File: src/include/sppf_params.svh
// register map, reset values, characters and timing counts of the controller
`ifndef SPPF_PARAMS_SVH
`define SPPF_PARAMS_SVH
// ==========================================================
// register offsets (byte addresses, one word each)
`define SPPF_OFF_CTRL 8'h00
`define SPPF_OFF_IDS 8'h04
`define SPPF_OFF_BAUD 8'h08
`define SPPF_OFF_RESP 8'h0C
`define SPPF_OFF_TXD 8'h10
`define SPPF_OFF_RXD 8'h14
`define SPPF_OFF_STAT 8'h18
// ==========================================================
// reset values
`define SPPF_CTRL_RST 7'h30
`define SPPF_IDS_RST 32'hFFFFFFFF
`define SPPF_BAUD_RST 16'h043C
`define SPPF_RESP_RST 32'h00010000
// ==========================================================
// status bit positions
`define SPPF_ST_OK 0
`define SPPF_ST_FAIL 1
`define SPPF_ST_RANGE 2
`define SPPF_ST_LEN 3
`define SPPF_ST_OVR 4
`define SPPF_ST_YIELD 5
// ==========================================================
// protocol characters and limits
`define SPPF_STX 8'h02
`define SPPF_ETX 8'h03
`define SPPF_DLE 8'h10
`define SPPF_NAK 8'h15
`define SPPF_USS_STX 8'h02
`define SPPF_ID_MIN 8'h01
`define SPPF_ID_MAX 8'h1F
`define SPPF_PAY_MIN 8'h20
`define SPPF_PAY_MAX6 8'h3F
`define SPPF_PAY_MAX7 8'h7F
`define SPPF_MAX_3964 8'hFF
`define SPPF_USS_BC_BIT 5
`define SPPF_USS_ADR_IDX 8'h01
`define SPPF_MB_ADR_IDX 8'h00
`define SPPF_MB_BCAST 8'h00
`define SPPF_W6 2'h1
`define SPPF_W7 2'h2
`define SPPF_W8 2'h3
// ==========================================================
// frame slot indices and serial bit counts
`define SPPF_SLOT_2 2'h2
`define SPPF_SLOT_END 2'h3
`define SPPF_TX_BITS 4'hB
`define SPPF_RX_BITS 4'hA
`define SPPF_LAST_BIT 4'h1
`endif

File: src/include/sppf_pkg.sv
// types shared by the serial partner controller
package sppf_pkg;
  typedef enum logic [2:0] {
    SPPF_RAW, SPPF_IDS, SPPF_R3964, SPPF_USS, SPPF_MODBUS
  } sppf_mode_type;
  typedef enum logic [2:0] {
    SQ_IDLE, SQ_PRE, SQ_CONN, SQ_DATA, SQ_POST, SQ_ACK, SQ_DROP
  } sppf_seq_type;
endpackage : sppf_pkg

File: src/core/sppf_host_ctrl.sv
// serial partner controller: apb registers, framing sequencer, uart line
//
// Our own choices: the APB interface to the registers and the register offsets.
`include "sppf_params.svh"
module sppf_host_ctrl
  import sppf_pkg::*;
(
  // clock, reset, enable
  input wire logic pclk,
  input wire logic presetn,
  input wire logic pce,
  // apb slave
  input wire logic psel,
  input wire logic penable,
  input wire logic pwrite,
  input wire logic [7:0] paddr,
  input wire logic [31:0] pwdata,
  output logic [31:0] prdata,
  output logic pready,
  output logic pslverr,
  // half-duplex serial line
  input wire logic line_in,
  output logic line_out,
  output logic line_oe_n,
  output logic rts
);
  // ==========================================================
  // declarations
  logic [6:0] ctrl_reg, ctrl_next;
  logic [31:0] ids_reg, ids_next, resp_reg, resp_next;
  logic [15:0] baud_reg, baud_next;
  logic [5:0] stat_reg, stat_next;
  logic [7:0] txh_reg, txh_next, rxd_reg, rxd_next;
  logic txh_last_reg, txh_last_next, txh_vld_reg, txh_vld_next;
  logic rxd_vld_reg, rxd_vld_next;
  logic [31:0] prdata_reg, prdata_next, rd_word;
  logic pready_reg, pready_next, pslverr_reg, pslverr_next, mapped;
  sppf_seq_type seq_reg, seq_next;
  logic [1:0] idx_reg, idx_next;
  logic [7:0] cnt_reg, cnt_next, bcc_reg, bcc_next, send_byte;
  logic bcast_reg, bcast_next, dup_reg, dup_next;
  logic [31:0] tmr_reg, tmr_next;
  logic [9:0] tx_sh_reg, tx_sh_next;
  logic [3:0] tx_bits_reg, tx_bits_next;
  logic [15:0] tx_div_reg, tx_div_next;
  logic line_out_reg, line_out_next, line_oe_n_reg, line_oe_n_next;
  logic rts_reg, rts_next;
  logic sync1_reg, sync2_reg;
  logic [3:0] rx_bits_reg, rx_bits_next;
  logic [15:0] rx_div_reg, rx_div_next;
  logic [7:0] rx_sh_reg, rx_sh_next, rx_byte_reg, rx_byte_next;
  logic rx_pulse_reg, rx_pulse_next;
  logic send, txh_take, tx_idle, busy, access, done;
  logic ev_ok, ev_fail, ev_range, ev_len, ev_yield;
  logic [8:0] slot;
  sppf_mode_type mode;

  assign mode = sppf_mode_type'(ctrl_reg[2:0]);
  assign tx_idle = (tx_bits_reg == 4'h0);
  assign busy = (seq_reg != SQ_IDLE) || !tx_idle;
  assign access = psel && penable;
  assign done = access && pready_reg;
  assign prdata = prdata_reg;
  assign pready = pready_reg;
  assign pslverr = pslverr_reg;
  assign line_out = line_out_reg;
  assign line_oe_n = line_oe_n_reg;
  assign rts = rts_reg;

  // ==========================================================
  // helpers
  // control character, identifier or block check character for a prefix or suffix slot
  function automatic logic [8:0] frame_slot(input sppf_mode_type m,
      input logic post, input logic [1:0] i, input logic [31:0] ids,
      input logic [7:0] bcc);
    logic [7:0] id;
    frame_slot = 9'h000;
    id = post ? (i[0] ? ids[31:24] : ids[23:16])
              : (i[0] ? ids[15:8] : ids[7:0]);
    case (m)
      SPPF_IDS: begin
        // FFh or anything above 1Fh leaves the slot empty
        if (!i[1] && id >= `SPPF_ID_MIN && id <= `SPPF_ID_MAX) begin
          frame_slot = {1'b1, id};
        end
      end
      SPPF_R3964: begin
        if (!post && i == 2'h0) begin
          frame_slot = {1'b1, `SPPF_STX};
        end else if (post && i == 2'h0) begin
          frame_slot = {1'b1, `SPPF_DLE};
        end else if (post && i == 2'h1) begin
          frame_slot = {1'b1, `SPPF_ETX};
        end else if (post && i == `SPPF_SLOT_2) begin
          frame_slot = {1'b1, bcc};
        end
      end
      SPPF_USS: begin
        if (!post && i == 2'h0) begin
          frame_slot = {1'b1, `SPPF_USS_STX};
        end else if (post && i == 2'h0) begin
          frame_slot = {1'b1, bcc};
        end
      end
      default: frame_slot = 9'h000;
    endcase
  endfunction : frame_slot

  // payload character allowed for the configured character width
  function automatic logic pay_ok(input logic [1:0] w, input logic [7:0] b);
    pay_ok = (b >= `SPPF_PAY_MIN) && ((w == `SPPF_W8) ||
             (w == `SPPF_W7 && b <= `SPPF_PAY_MAX7) ||
             (w == `SPPF_W6 && b <= `SPPF_PAY_MAX6));
  endfunction : pay_ok

  // ==========================================================
  // apb registers: next values
  always_comb begin
    ctrl_next = ctrl_reg;
    ids_next = ids_reg;
    baud_next = baud_reg;
    resp_next = resp_reg;
    txh_next = txh_reg;
    txh_last_next = txh_last_reg;
    txh_vld_next = txh_vld_reg && !txh_take;
    rxd_next = rxd_reg;
    rxd_vld_next = rxd_vld_reg;
    prdata_next = prdata_reg;
    pready_next = 1'b0;
    pslverr_next = 1'b0;
    stat_next = stat_reg;
    mapped = 1'b1;
    rd_word = 32'h00000000;
    case (paddr)
      `SPPF_OFF_CTRL: rd_word = {25'h0000000, ctrl_reg};
      `SPPF_OFF_IDS: rd_word = ids_reg;
      `SPPF_OFF_BAUD: rd_word = {16'h0000, baud_reg};
      `SPPF_OFF_RESP: rd_word = resp_reg;
      `SPPF_OFF_TXD: rd_word = {23'h000000, txh_vld_reg, txh_reg};
      `SPPF_OFF_RXD: rd_word = {23'h000000, rxd_vld_reg, rxd_reg};
      `SPPF_OFF_STAT: rd_word = {22'h000000, !txh_vld_reg, busy, 2'h0,
                                 stat_reg};
      default: mapped = 1'b0;
    endcase
    // first access cycle: latch answer, complete one cycle later
    if (access && !pready_reg) begin
      pready_next = 1'b1;
      prdata_next = rd_word;
      pslverr_next = !mapped || (pwrite && paddr == `SPPF_OFF_RXD) ||
                     (pwrite && paddr == `SPPF_OFF_TXD && txh_vld_reg);
    end
    if (done && pwrite && !pslverr_reg) begin
      case (paddr)
        `SPPF_OFF_CTRL: ctrl_next = pwdata[6:0];
        `SPPF_OFF_IDS: ids_next = pwdata;
        `SPPF_OFF_BAUD: baud_next = pwdata[15:0];
        `SPPF_OFF_RESP: resp_next = pwdata;
        `SPPF_OFF_TXD: begin
          txh_next = pwdata[7:0];
          txh_last_next = pwdata[8];
          txh_vld_next = 1'b1;
        end
        `SPPF_OFF_STAT: stat_next = stat_reg & ~pwdata[5:0];
        default: stat_next = stat_reg;
      endcase
    end
    if (done && !pwrite && paddr == `SPPF_OFF_RXD) begin
      rxd_vld_next = 1'b0;
    end
    // a new byte beats the pop of the old one
    if (rx_pulse_reg) begin
      rxd_next = rx_byte_reg;
      rxd_vld_next = 1'b1;
      stat_next[`SPPF_ST_OVR] = stat_next[`SPPF_ST_OVR] | (rxd_vld_reg &&
        !(done && !pwrite && paddr == `SPPF_OFF_RXD));
    end
    // events win over a clear in the same cycle
    stat_next[`SPPF_ST_OK] = stat_next[`SPPF_ST_OK] | ev_ok;
    stat_next[`SPPF_ST_FAIL] = stat_next[`SPPF_ST_FAIL] | ev_fail;
    stat_next[`SPPF_ST_RANGE] = stat_next[`SPPF_ST_RANGE] | ev_range;
    stat_next[`SPPF_ST_LEN] = stat_next[`SPPF_ST_LEN] | ev_len;
    stat_next[`SPPF_ST_YIELD] = stat_next[`SPPF_ST_YIELD] | ev_yield;
  end

  // apb registers: storage
  always_ff @(posedge pclk or negedge presetn) begin
    if (!presetn) begin
      ctrl_reg <= `SPPF_CTRL_RST;
      ids_reg <= `SPPF_IDS_RST;
      baud_reg <= `SPPF_BAUD_RST;
      resp_reg <= `SPPF_RESP_RST;
      txh_reg <= 8'h00;
      txh_last_reg <= 1'b0;
      txh_vld_reg <= 1'b0;
      rxd_reg <= 8'h00;
      rxd_vld_reg <= 1'b0;
      prdata_reg <= 32'h00000000;
      pready_reg <= 1'b0;
      pslverr_reg <= 1'b0;
      stat_reg <= 6'h00;
    end else if (pce) begin
      ctrl_reg <= ctrl_next;
      ids_reg <= ids_next;
      baud_reg <= baud_next;
      resp_reg <= resp_next;
      txh_reg <= txh_next;
      txh_last_reg <= txh_last_next;
      txh_vld_reg <= txh_vld_next;
      rxd_reg <= rxd_next;
      rxd_vld_reg <= rxd_vld_next;
      prdata_reg <= prdata_next;
      pready_reg <= pready_next;
      pslverr_reg <= pslverr_next;
      stat_reg <= stat_next;
    end
  end

  // ==========================================================
  // framing sequencer and uart transmitter: next values
  always_comb begin
    seq_next = seq_reg;
    idx_next = idx_reg;
    cnt_next = cnt_reg;
    bcc_next = bcc_reg;
    bcast_next = bcast_reg;
    dup_next = dup_reg;
    tmr_next = tmr_reg;
    tx_sh_next = tx_sh_reg;
    tx_bits_next = tx_bits_reg;
    tx_div_next = tx_div_reg;
    line_out_next = line_out_reg;
    line_oe_n_next = line_oe_n_reg;
    rts_next = rts_reg;
    txh_take = 1'b0;
    send = 1'b0;
    send_byte = 8'h00;
    ev_ok = 1'b0;
    ev_fail = 1'b0;
    ev_range = 1'b0;
    ev_len = 1'b0;
    ev_yield = 1'b0;
    slot = frame_slot(mode, seq_reg == SQ_POST, idx_reg, ids_reg, bcc_reg);
    // bit shifter; driver released when the stop bit ends
    if (!tx_idle) begin
      if (tx_div_reg == 16'h0000) begin
        tx_div_next = baud_reg;
        line_out_next = tx_sh_reg[0];
        tx_sh_next = {1'b1, tx_sh_reg[9:1]};
        tx_bits_next = tx_bits_reg - 4'h1;
        if (tx_bits_reg == `SPPF_LAST_BIT) begin
          line_oe_n_next = 1'b1;
          rts_next = 1'b0;
        end
      end else begin
        tx_div_next = tx_div_reg - 16'h0001;
      end
    end
    unique case (seq_reg)
      SQ_IDLE: begin
        if (txh_vld_reg && tx_idle) begin
          seq_next = SQ_PRE;
          idx_next = 2'h0;
          cnt_next = 8'h00;
          bcc_next = 8'h00;
          bcast_next = 1'b0;
          dup_next = 1'b0;
        end
      end
      SQ_PRE, SQ_POST: begin
        if (tx_idle && idx_reg == `SPPF_SLOT_END) begin
          tmr_next = resp_reg;
          idx_next = 2'h0;
          if (seq_reg == SQ_PRE) begin
            seq_next = (mode == SPPF_R3964) ? SQ_CONN : SQ_DATA;
          end else if ((mode == SPPF_R3964 || mode == SPPF_USS ||
                        mode == SPPF_MODBUS) && !bcast_reg) begin
            seq_next = SQ_ACK;
          end else begin
            seq_next = SQ_IDLE;
          end
        end else if (tx_idle) begin
          idx_next = idx_reg + 2'h1;
          send = slot[8];
          send_byte = slot[7:0];
        end
      end
      SQ_CONN: begin
        if (rx_pulse_reg && rx_byte_reg == `SPPF_DLE) begin
          seq_next = SQ_DATA;
        end else if (rx_pulse_reg && rx_byte_reg == `SPPF_STX &&
                     !ctrl_reg[6]) begin
          ev_yield = 1'b1;
          seq_next = SQ_IDLE;
        end else if (rx_pulse_reg || tmr_reg == 32'h00000000) begin
          ev_fail = 1'b1;
          seq_next = SQ_DROP;
        end else begin
          tmr_next = tmr_reg - 32'h00000001;
        end
      end
      SQ_DATA: begin
        if (txh_vld_reg && tx_idle) begin
          if (mode == SPPF_IDS && !pay_ok(ctrl_reg[5:4], txh_reg)) begin
            ev_range = 1'b1;
            txh_take = 1'b1;
          end else if (mode == SPPF_R3964 && cnt_reg == `SPPF_MAX_3964) begin
            ev_len = 1'b1;
            seq_next = SQ_DROP;
          end else begin
            send = 1'b1;
            send_byte = txh_reg;
            if (mode == SPPF_R3964 && txh_reg == `SPPF_DLE && !dup_reg) begin
              dup_next = 1'b1;
            end else begin
              dup_next = 1'b0;
              txh_take = 1'b1;
              cnt_next = cnt_reg + 8'h01;
              if (mode == SPPF_USS && cnt_reg == `SPPF_USS_ADR_IDX &&
                  txh_reg[`SPPF_USS_BC_BIT]) begin
                bcast_next = 1'b1;
              end
              if (mode == SPPF_MODBUS && cnt_reg == `SPPF_MB_ADR_IDX &&
                  txh_reg == `SPPF_MB_BCAST) begin
                bcast_next = 1'b1;
              end
            end
          end
          if (txh_take && txh_last_reg) begin
            seq_next = SQ_POST;
          end
        end
      end
      SQ_ACK: begin
        // no new frame while waiting for this answer
        if (rx_pulse_reg) begin
          seq_next = SQ_IDLE;
          if (mode == SPPF_R3964) begin
            ev_ok = (rx_byte_reg == `SPPF_DLE);
            ev_fail = (rx_byte_reg != `SPPF_DLE);
          end else if (mode == SPPF_USS) begin
            ev_ok = (rx_byte_reg == `SPPF_USS_STX);
            ev_fail = (rx_byte_reg != `SPPF_USS_STX);
          end else begin
            ev_ok = 1'b1;
          end
        end else if (tmr_reg == 32'h00000000) begin
          ev_fail = 1'b1;
          seq_next = SQ_IDLE;
        end else begin
          tmr_next = tmr_reg - 32'h00000001;
        end
      end
      SQ_DROP: begin
        if (txh_vld_reg) begin
          txh_take = 1'b1;
          if (txh_last_reg) begin
            seq_next = SQ_IDLE;
          end
        end
      end
    endcase
    if (send) begin
      // bcc skips the 3964R start character
      if (!(seq_reg == SQ_PRE && mode != SPPF_USS)) begin
        bcc_next = bcc_reg ^ send_byte;
      end
      tx_sh_next = {1'b1, send_byte, 1'b0};
      tx_bits_next = `SPPF_TX_BITS;
      tx_div_next = 16'h0000;
      line_oe_n_next = 1'b0;
      rts_next = 1'b1;
    end
  end

  // framing sequencer and uart transmitter: storage
  always_ff @(posedge pclk or negedge presetn) begin
    if (!presetn) begin
      seq_reg <= SQ_IDLE;
      idx_reg <= 2'h0;
      cnt_reg <= 8'h00;
      bcc_reg <= 8'h00;
      bcast_reg <= 1'b0;
      dup_reg <= 1'b0;
      tmr_reg <= 32'h00000000;
      tx_sh_reg <= 10'h3FF;
      tx_bits_reg <= 4'h0;
      tx_div_reg <= 16'h0000;
      line_out_reg <= 1'b1;
      line_oe_n_reg <= 1'b1;
      rts_reg <= 1'b0;
    end else if (pce) begin
      seq_reg <= seq_next;
      idx_reg <= idx_next;
      cnt_reg <= cnt_next;
      bcc_reg <= bcc_next;
      bcast_reg <= bcast_next;
      dup_reg <= dup_next;
      tmr_reg <= tmr_next;
      tx_sh_reg <= tx_sh_next;
      tx_bits_reg <= tx_bits_next;
      tx_div_reg <= tx_div_next;
      line_out_reg <= line_out_next;
      line_oe_n_reg <= line_oe_n_next;
      rts_reg <= rts_next;
    end
  end

  // ==========================================================
  // uart receiver, ignores the line while driving it: next values
  always_comb begin
    rx_bits_next = rx_bits_reg;
    rx_div_next = rx_div_reg;
    rx_sh_next = rx_sh_reg;
    rx_byte_next = rx_byte_reg;
    rx_pulse_next = 1'b0;
    if (rx_bits_reg == 4'h0) begin
      if (!sync2_reg && line_oe_n_reg) begin
        rx_bits_next = `SPPF_RX_BITS;
        rx_div_next = baud_reg >> 1;
      end
    end else if (rx_div_reg != 16'h0000) begin
      rx_div_next = rx_div_reg - 16'h0001;
    end else begin
      rx_div_next = baud_reg;
      rx_bits_next = rx_bits_reg - 4'h1;
      if (rx_bits_reg == `SPPF_RX_BITS) begin
        if (sync2_reg) begin
          rx_bits_next = 4'h0; // start glitch
        end
      end else if (rx_bits_reg == `SPPF_LAST_BIT) begin
        rx_pulse_next = sync2_reg;
        rx_byte_next = rx_sh_reg;
      end else begin
        rx_sh_next = {sync2_reg, rx_sh_reg[7:1]};
      end
    end
  end

  // uart receiver and line synchroniser: storage
  always_ff @(posedge pclk or negedge presetn) begin
    if (!presetn) begin
      sync1_reg <= 1'b1;
      sync2_reg <= 1'b1;
      rx_bits_reg <= 4'h0;
      rx_div_reg <= 16'h0000;
      rx_sh_reg <= 8'h00;
      rx_byte_reg <= 8'h00;
      rx_pulse_reg <= 1'b0;
    end else if (pce) begin
      sync1_reg <= line_in;
      sync2_reg <= sync1_reg;
      rx_bits_reg <= rx_bits_next;
      rx_div_reg <= rx_div_next;
      rx_sh_reg <= rx_sh_next;
      rx_byte_reg <= rx_byte_next;
      rx_pulse_reg <= rx_pulse_next;
    end
  end
endmodule : sppf_host_ctrl

File: config.mk
export PLATFORM = sky130hd
export DESIGN_NAME = sppf_host_ctrl
export DESIGN_NICKNAME = d
export VERILOG_FILES = /design/src/include/sppf_pkg.sv /design/src/core/sppf_host_ctrl.sv
export VERILOG_INCLUDE_DIRS = /design/src /design/src/include
export SDC_FILE = /design/constraint.sdc
export NUM_CORES = 1
export LEC_CHECK = 0
export BUFFER_PORTS_ARGS = -buffer_cell sky130_fd_sc_hd__clkbuf_2
export CELL_PAD_IN_SITES_DETAIL_PLACEMENT = 0
export CELL_PAD_IN_SITES_GLOBAL_PLACEMENT = 1
export CORE_MARGIN = 3
export CORE_UTILIZATION = 40
export DETAILED_ROUTE_END_ITERATION = 6
export PLACE_DENSITY_LB_ADDON = 0.1
export SYNTH_ARGS = -nofsm -noshare
export SYNTH_HDL_FRONTEND = slang
export SYNTH_SLANG_ARGS = --single-unit
export TNS_END_PERCENT = 1
File: constraint.sdc
create_clock -name pclk -period 7.7 [get_ports pclk]
set_clock_uncertainty 0.15 [all_clocks]
set_input_delay 0 -clock pclk [delete_from_list [all_inputs] [get_ports pclk]]
set_output_delay 0 -clock pclk [all_outputs]
set_load 0.01 [all_outputs]
==> metrics <==
DIE HEIGHT 198 microns; per-cell routed wire length 23.1 microns; Arr. time, crit path 4120 ps; final wirelength 46800 microns; Clock transition at path regs 60 ps; Max-slew headroom 30.5%; area growth from synthesis to layout 16.1%; first-pass GRT wire length 73200 microns; Vias 12186; worst path required time 8030 ps; Fill cells 3384; Sw Ratio 27.5%; Min-Delay Path Class in2async; die area 39300 sq um; min cycle time layout 3790 ps; Crit. End Element flip-flop; Max-Cap Viols 0; syn_nets 1511; Max Fclk 264 MHz; Net Sw Power 1.04 mW; GRT Residual Overflow 0; Post-Synth Simple-Gate Area 16.9%; share of the synthesized area in the top cell type 37.1%; Syn Area/Cell 10.2 sq um; Setup-failing EPs final 0; Final Net Count 1601; Final WS setup 3910 ps; FF+latch count, synth 272; post-synthesis sequential area ratio 46.5%; internal power 2.74 mW; CTS tree done; mux cell area share after synthesis 12.5%; initial antenna violation count 1; clock net sink count 272; clock root cell clkbuf_16; initial core utilization 41.1%; most common cell after layout, fill and taps aside dfrtp_1; main combinational cell family by area after synthesis compound AO/OA/AOI/OAI gates; clk_lat worst skew 540 ps; Slew Limit Fails 0; post-synthesis compound-gate area fraction 18.9%; post-synth top area cell dfrtp_1; DP Wirelength 32700 microns; Post-Syn Instances 1446; post_cts resized 0; Remaining DRCs 0; Combinational Power Share 12.4%; total I/O pin count 84; DRT iter0 DRCs 970; Core Region 36000 sq um; largest net degree at the start of global routing 157; Synth cell types 89; CP max FO 20; Seq pwr share 42.3%; Placer Congestion 0.849; worst slew pin tran 1040 ps; Synth async-reset ratio 100%; leakage power 7.45 nW; CP Cell Sequence or3b_1 -> mux4_2 -> o211a_1 -> o21ai_1 -> a22o_1; unrepaired setup endpoints after global routing no; Max Buffers Root-to-Sink 3; dpl ws 3960 ps; Synth Flop Type dfrtp_1; Startpoint Class flip-flop; power per cell area 220 nW/um^2; Finished Layout Cells 2022; Synth Area in Adders 1.52%; TNS Setup 0 ps; Crit path largest cell delay 850 ps; TritonCTS Buffers 34; status complete, but fails checks; diode count 0; Fin Hold WS -68.4 ps; Post-Synth XOR/XNOR Area 0.533%; failing checks negative hold slack; vias per cell 6.03; Cell Area, Synth 14800 sq um; Max VDD drop 265 uV; Total GRT Usage 24.1%; Slowest-stage cell, CP o21ai_1; kind of critical path reg2reg; vias in the first global route 12188; Clock power frac 45.3%; First-pass DRT Iterations 7; YS warnings 0; post-route ant nets 0; # rows 69; Tcrit/Tclk final 49.3%; H-tree levels 2; most frequent cells in the layout dfrtp_1 (219), mux2_2 (136), nand2_1 (131), o21ai_0 (110), nor2_1 (100); Die X 198 microns; layout cell share with drive strength beyond 1 24.6%; post-placement cell count 1919; Post-synth EDFFs 0; Synth area leaders dfrtp_1 (37%), mux2_2 (10%), dfstp_2 (9.4%); IO Port Bufs 83; Hold Fails Final Rpt 16
kinds of logic after synthesis:
group | Yosys count
XOR/XNOR | 9
multiplexers | 153
buffers and inverters | 114
AO/OA/AOI/OAI | 402
AND/OR/NAND/NOR | 478
flip-flops | 272
adder cells (fa/ha/maj) | 18
worst max-delay path, delay by kind of cell (launching register included):
kind,cells,cell delay (ps)
AOI/OAI and AO/OA,3,1580
DFF,1,730
muxes,1,630
and+or+nand+nor,1,610
cell type report:
| cell class | instances | area (sq um) | area share [%] |
|---|---|---|---|
| Multi-Input combinational cell | 1060 | 7460 | 43.5 |
| Sequential cell | 272 | 6870 | 40.1 |
| Clock buffer | 44 | 960 | 5.59 |
| Timing Repair Buffer | 135 | 933 | 5.44 |
| Tap cell | 461 | 577 | 3.36 |
| Clock inverter | 17 | 224 | 1.31 |
| Inverter | 33 | 124 | 0.722 |
metal layers:
layer	track usage, %	wire (microns)	vias to the layer above
met5	0	13	-
met4	7.50	1440	2
met3	3.69	1860	79
met2	37.9	21500	266
met1	34.4	22000	6174
li1	-	-	5665
metrics by stage:
stage	cell area, sq um	total power, mW	utilization [%]
global route	17200	3.95	47.6
detailed placement	15500	2.07	43.2
global placement	15500	2.06	43.2
floorplan	14800	1.91	-
CTS	17200	3.82	47.6
finish	17200	3.77	47.6
what timing repair did:
action | in CTS | in global routing
hold buffers | 42 | 0
endpoints found under the hold margin | 235 | 0
buffers inserted | 0 | 0
setup endpoints to repair | 0 | 0
worst paths after layout:
path	slack [ps]	endpoint	from	depth (start not counted)
worst max-delay path	3910	tx_div_reg[1]	seq_reg[1]	5
worst min-delay path	-70	rts	presetn	2
worst max register to register	3910	tx_div_reg[1]	seq_reg[1]	5
worst min register to register	330	tx_sh_reg[0]	tx_sh_reg[1]	2
max in group asynchronous	6060	resp_reg[24]	presetn	3
min in group pclk	70	prdata[6]	paddr[6]	5
synth_stat cells (13+ instances only):
cell       number
a21oi_1        59
a22o_1         18
a22oi_1        29
a31oi_1        15
a32o_1         16
buf_2          19
clkbuf_1       55
dfrtp_1       219
dfstp_2        53
ha_1           18
inv_1          30
mux2_2        136
nand2_1       131
nand2b_1       13
nand3_1        40
nor2_1        101
nor2b_1        14
nor3_1         44
nor4_1         18
o211ai_1       16
o21ai_0       110
o2bb2ai_1      15
o31ai_1        19
or3_1          20
or4_1          13
power by group through the flow:
stage	clock network, mW	logic, mW	registers, mW
global placement	0	0.445	1.62
floorplan	0	0.318	1.59
detailed placement	0	0.451	1.62
finish	1.71	0.467	1.60
CTS	1.75	0.469	1.60
global route	1.81	0.530	1.61
(Power assumes the default switching activity.)
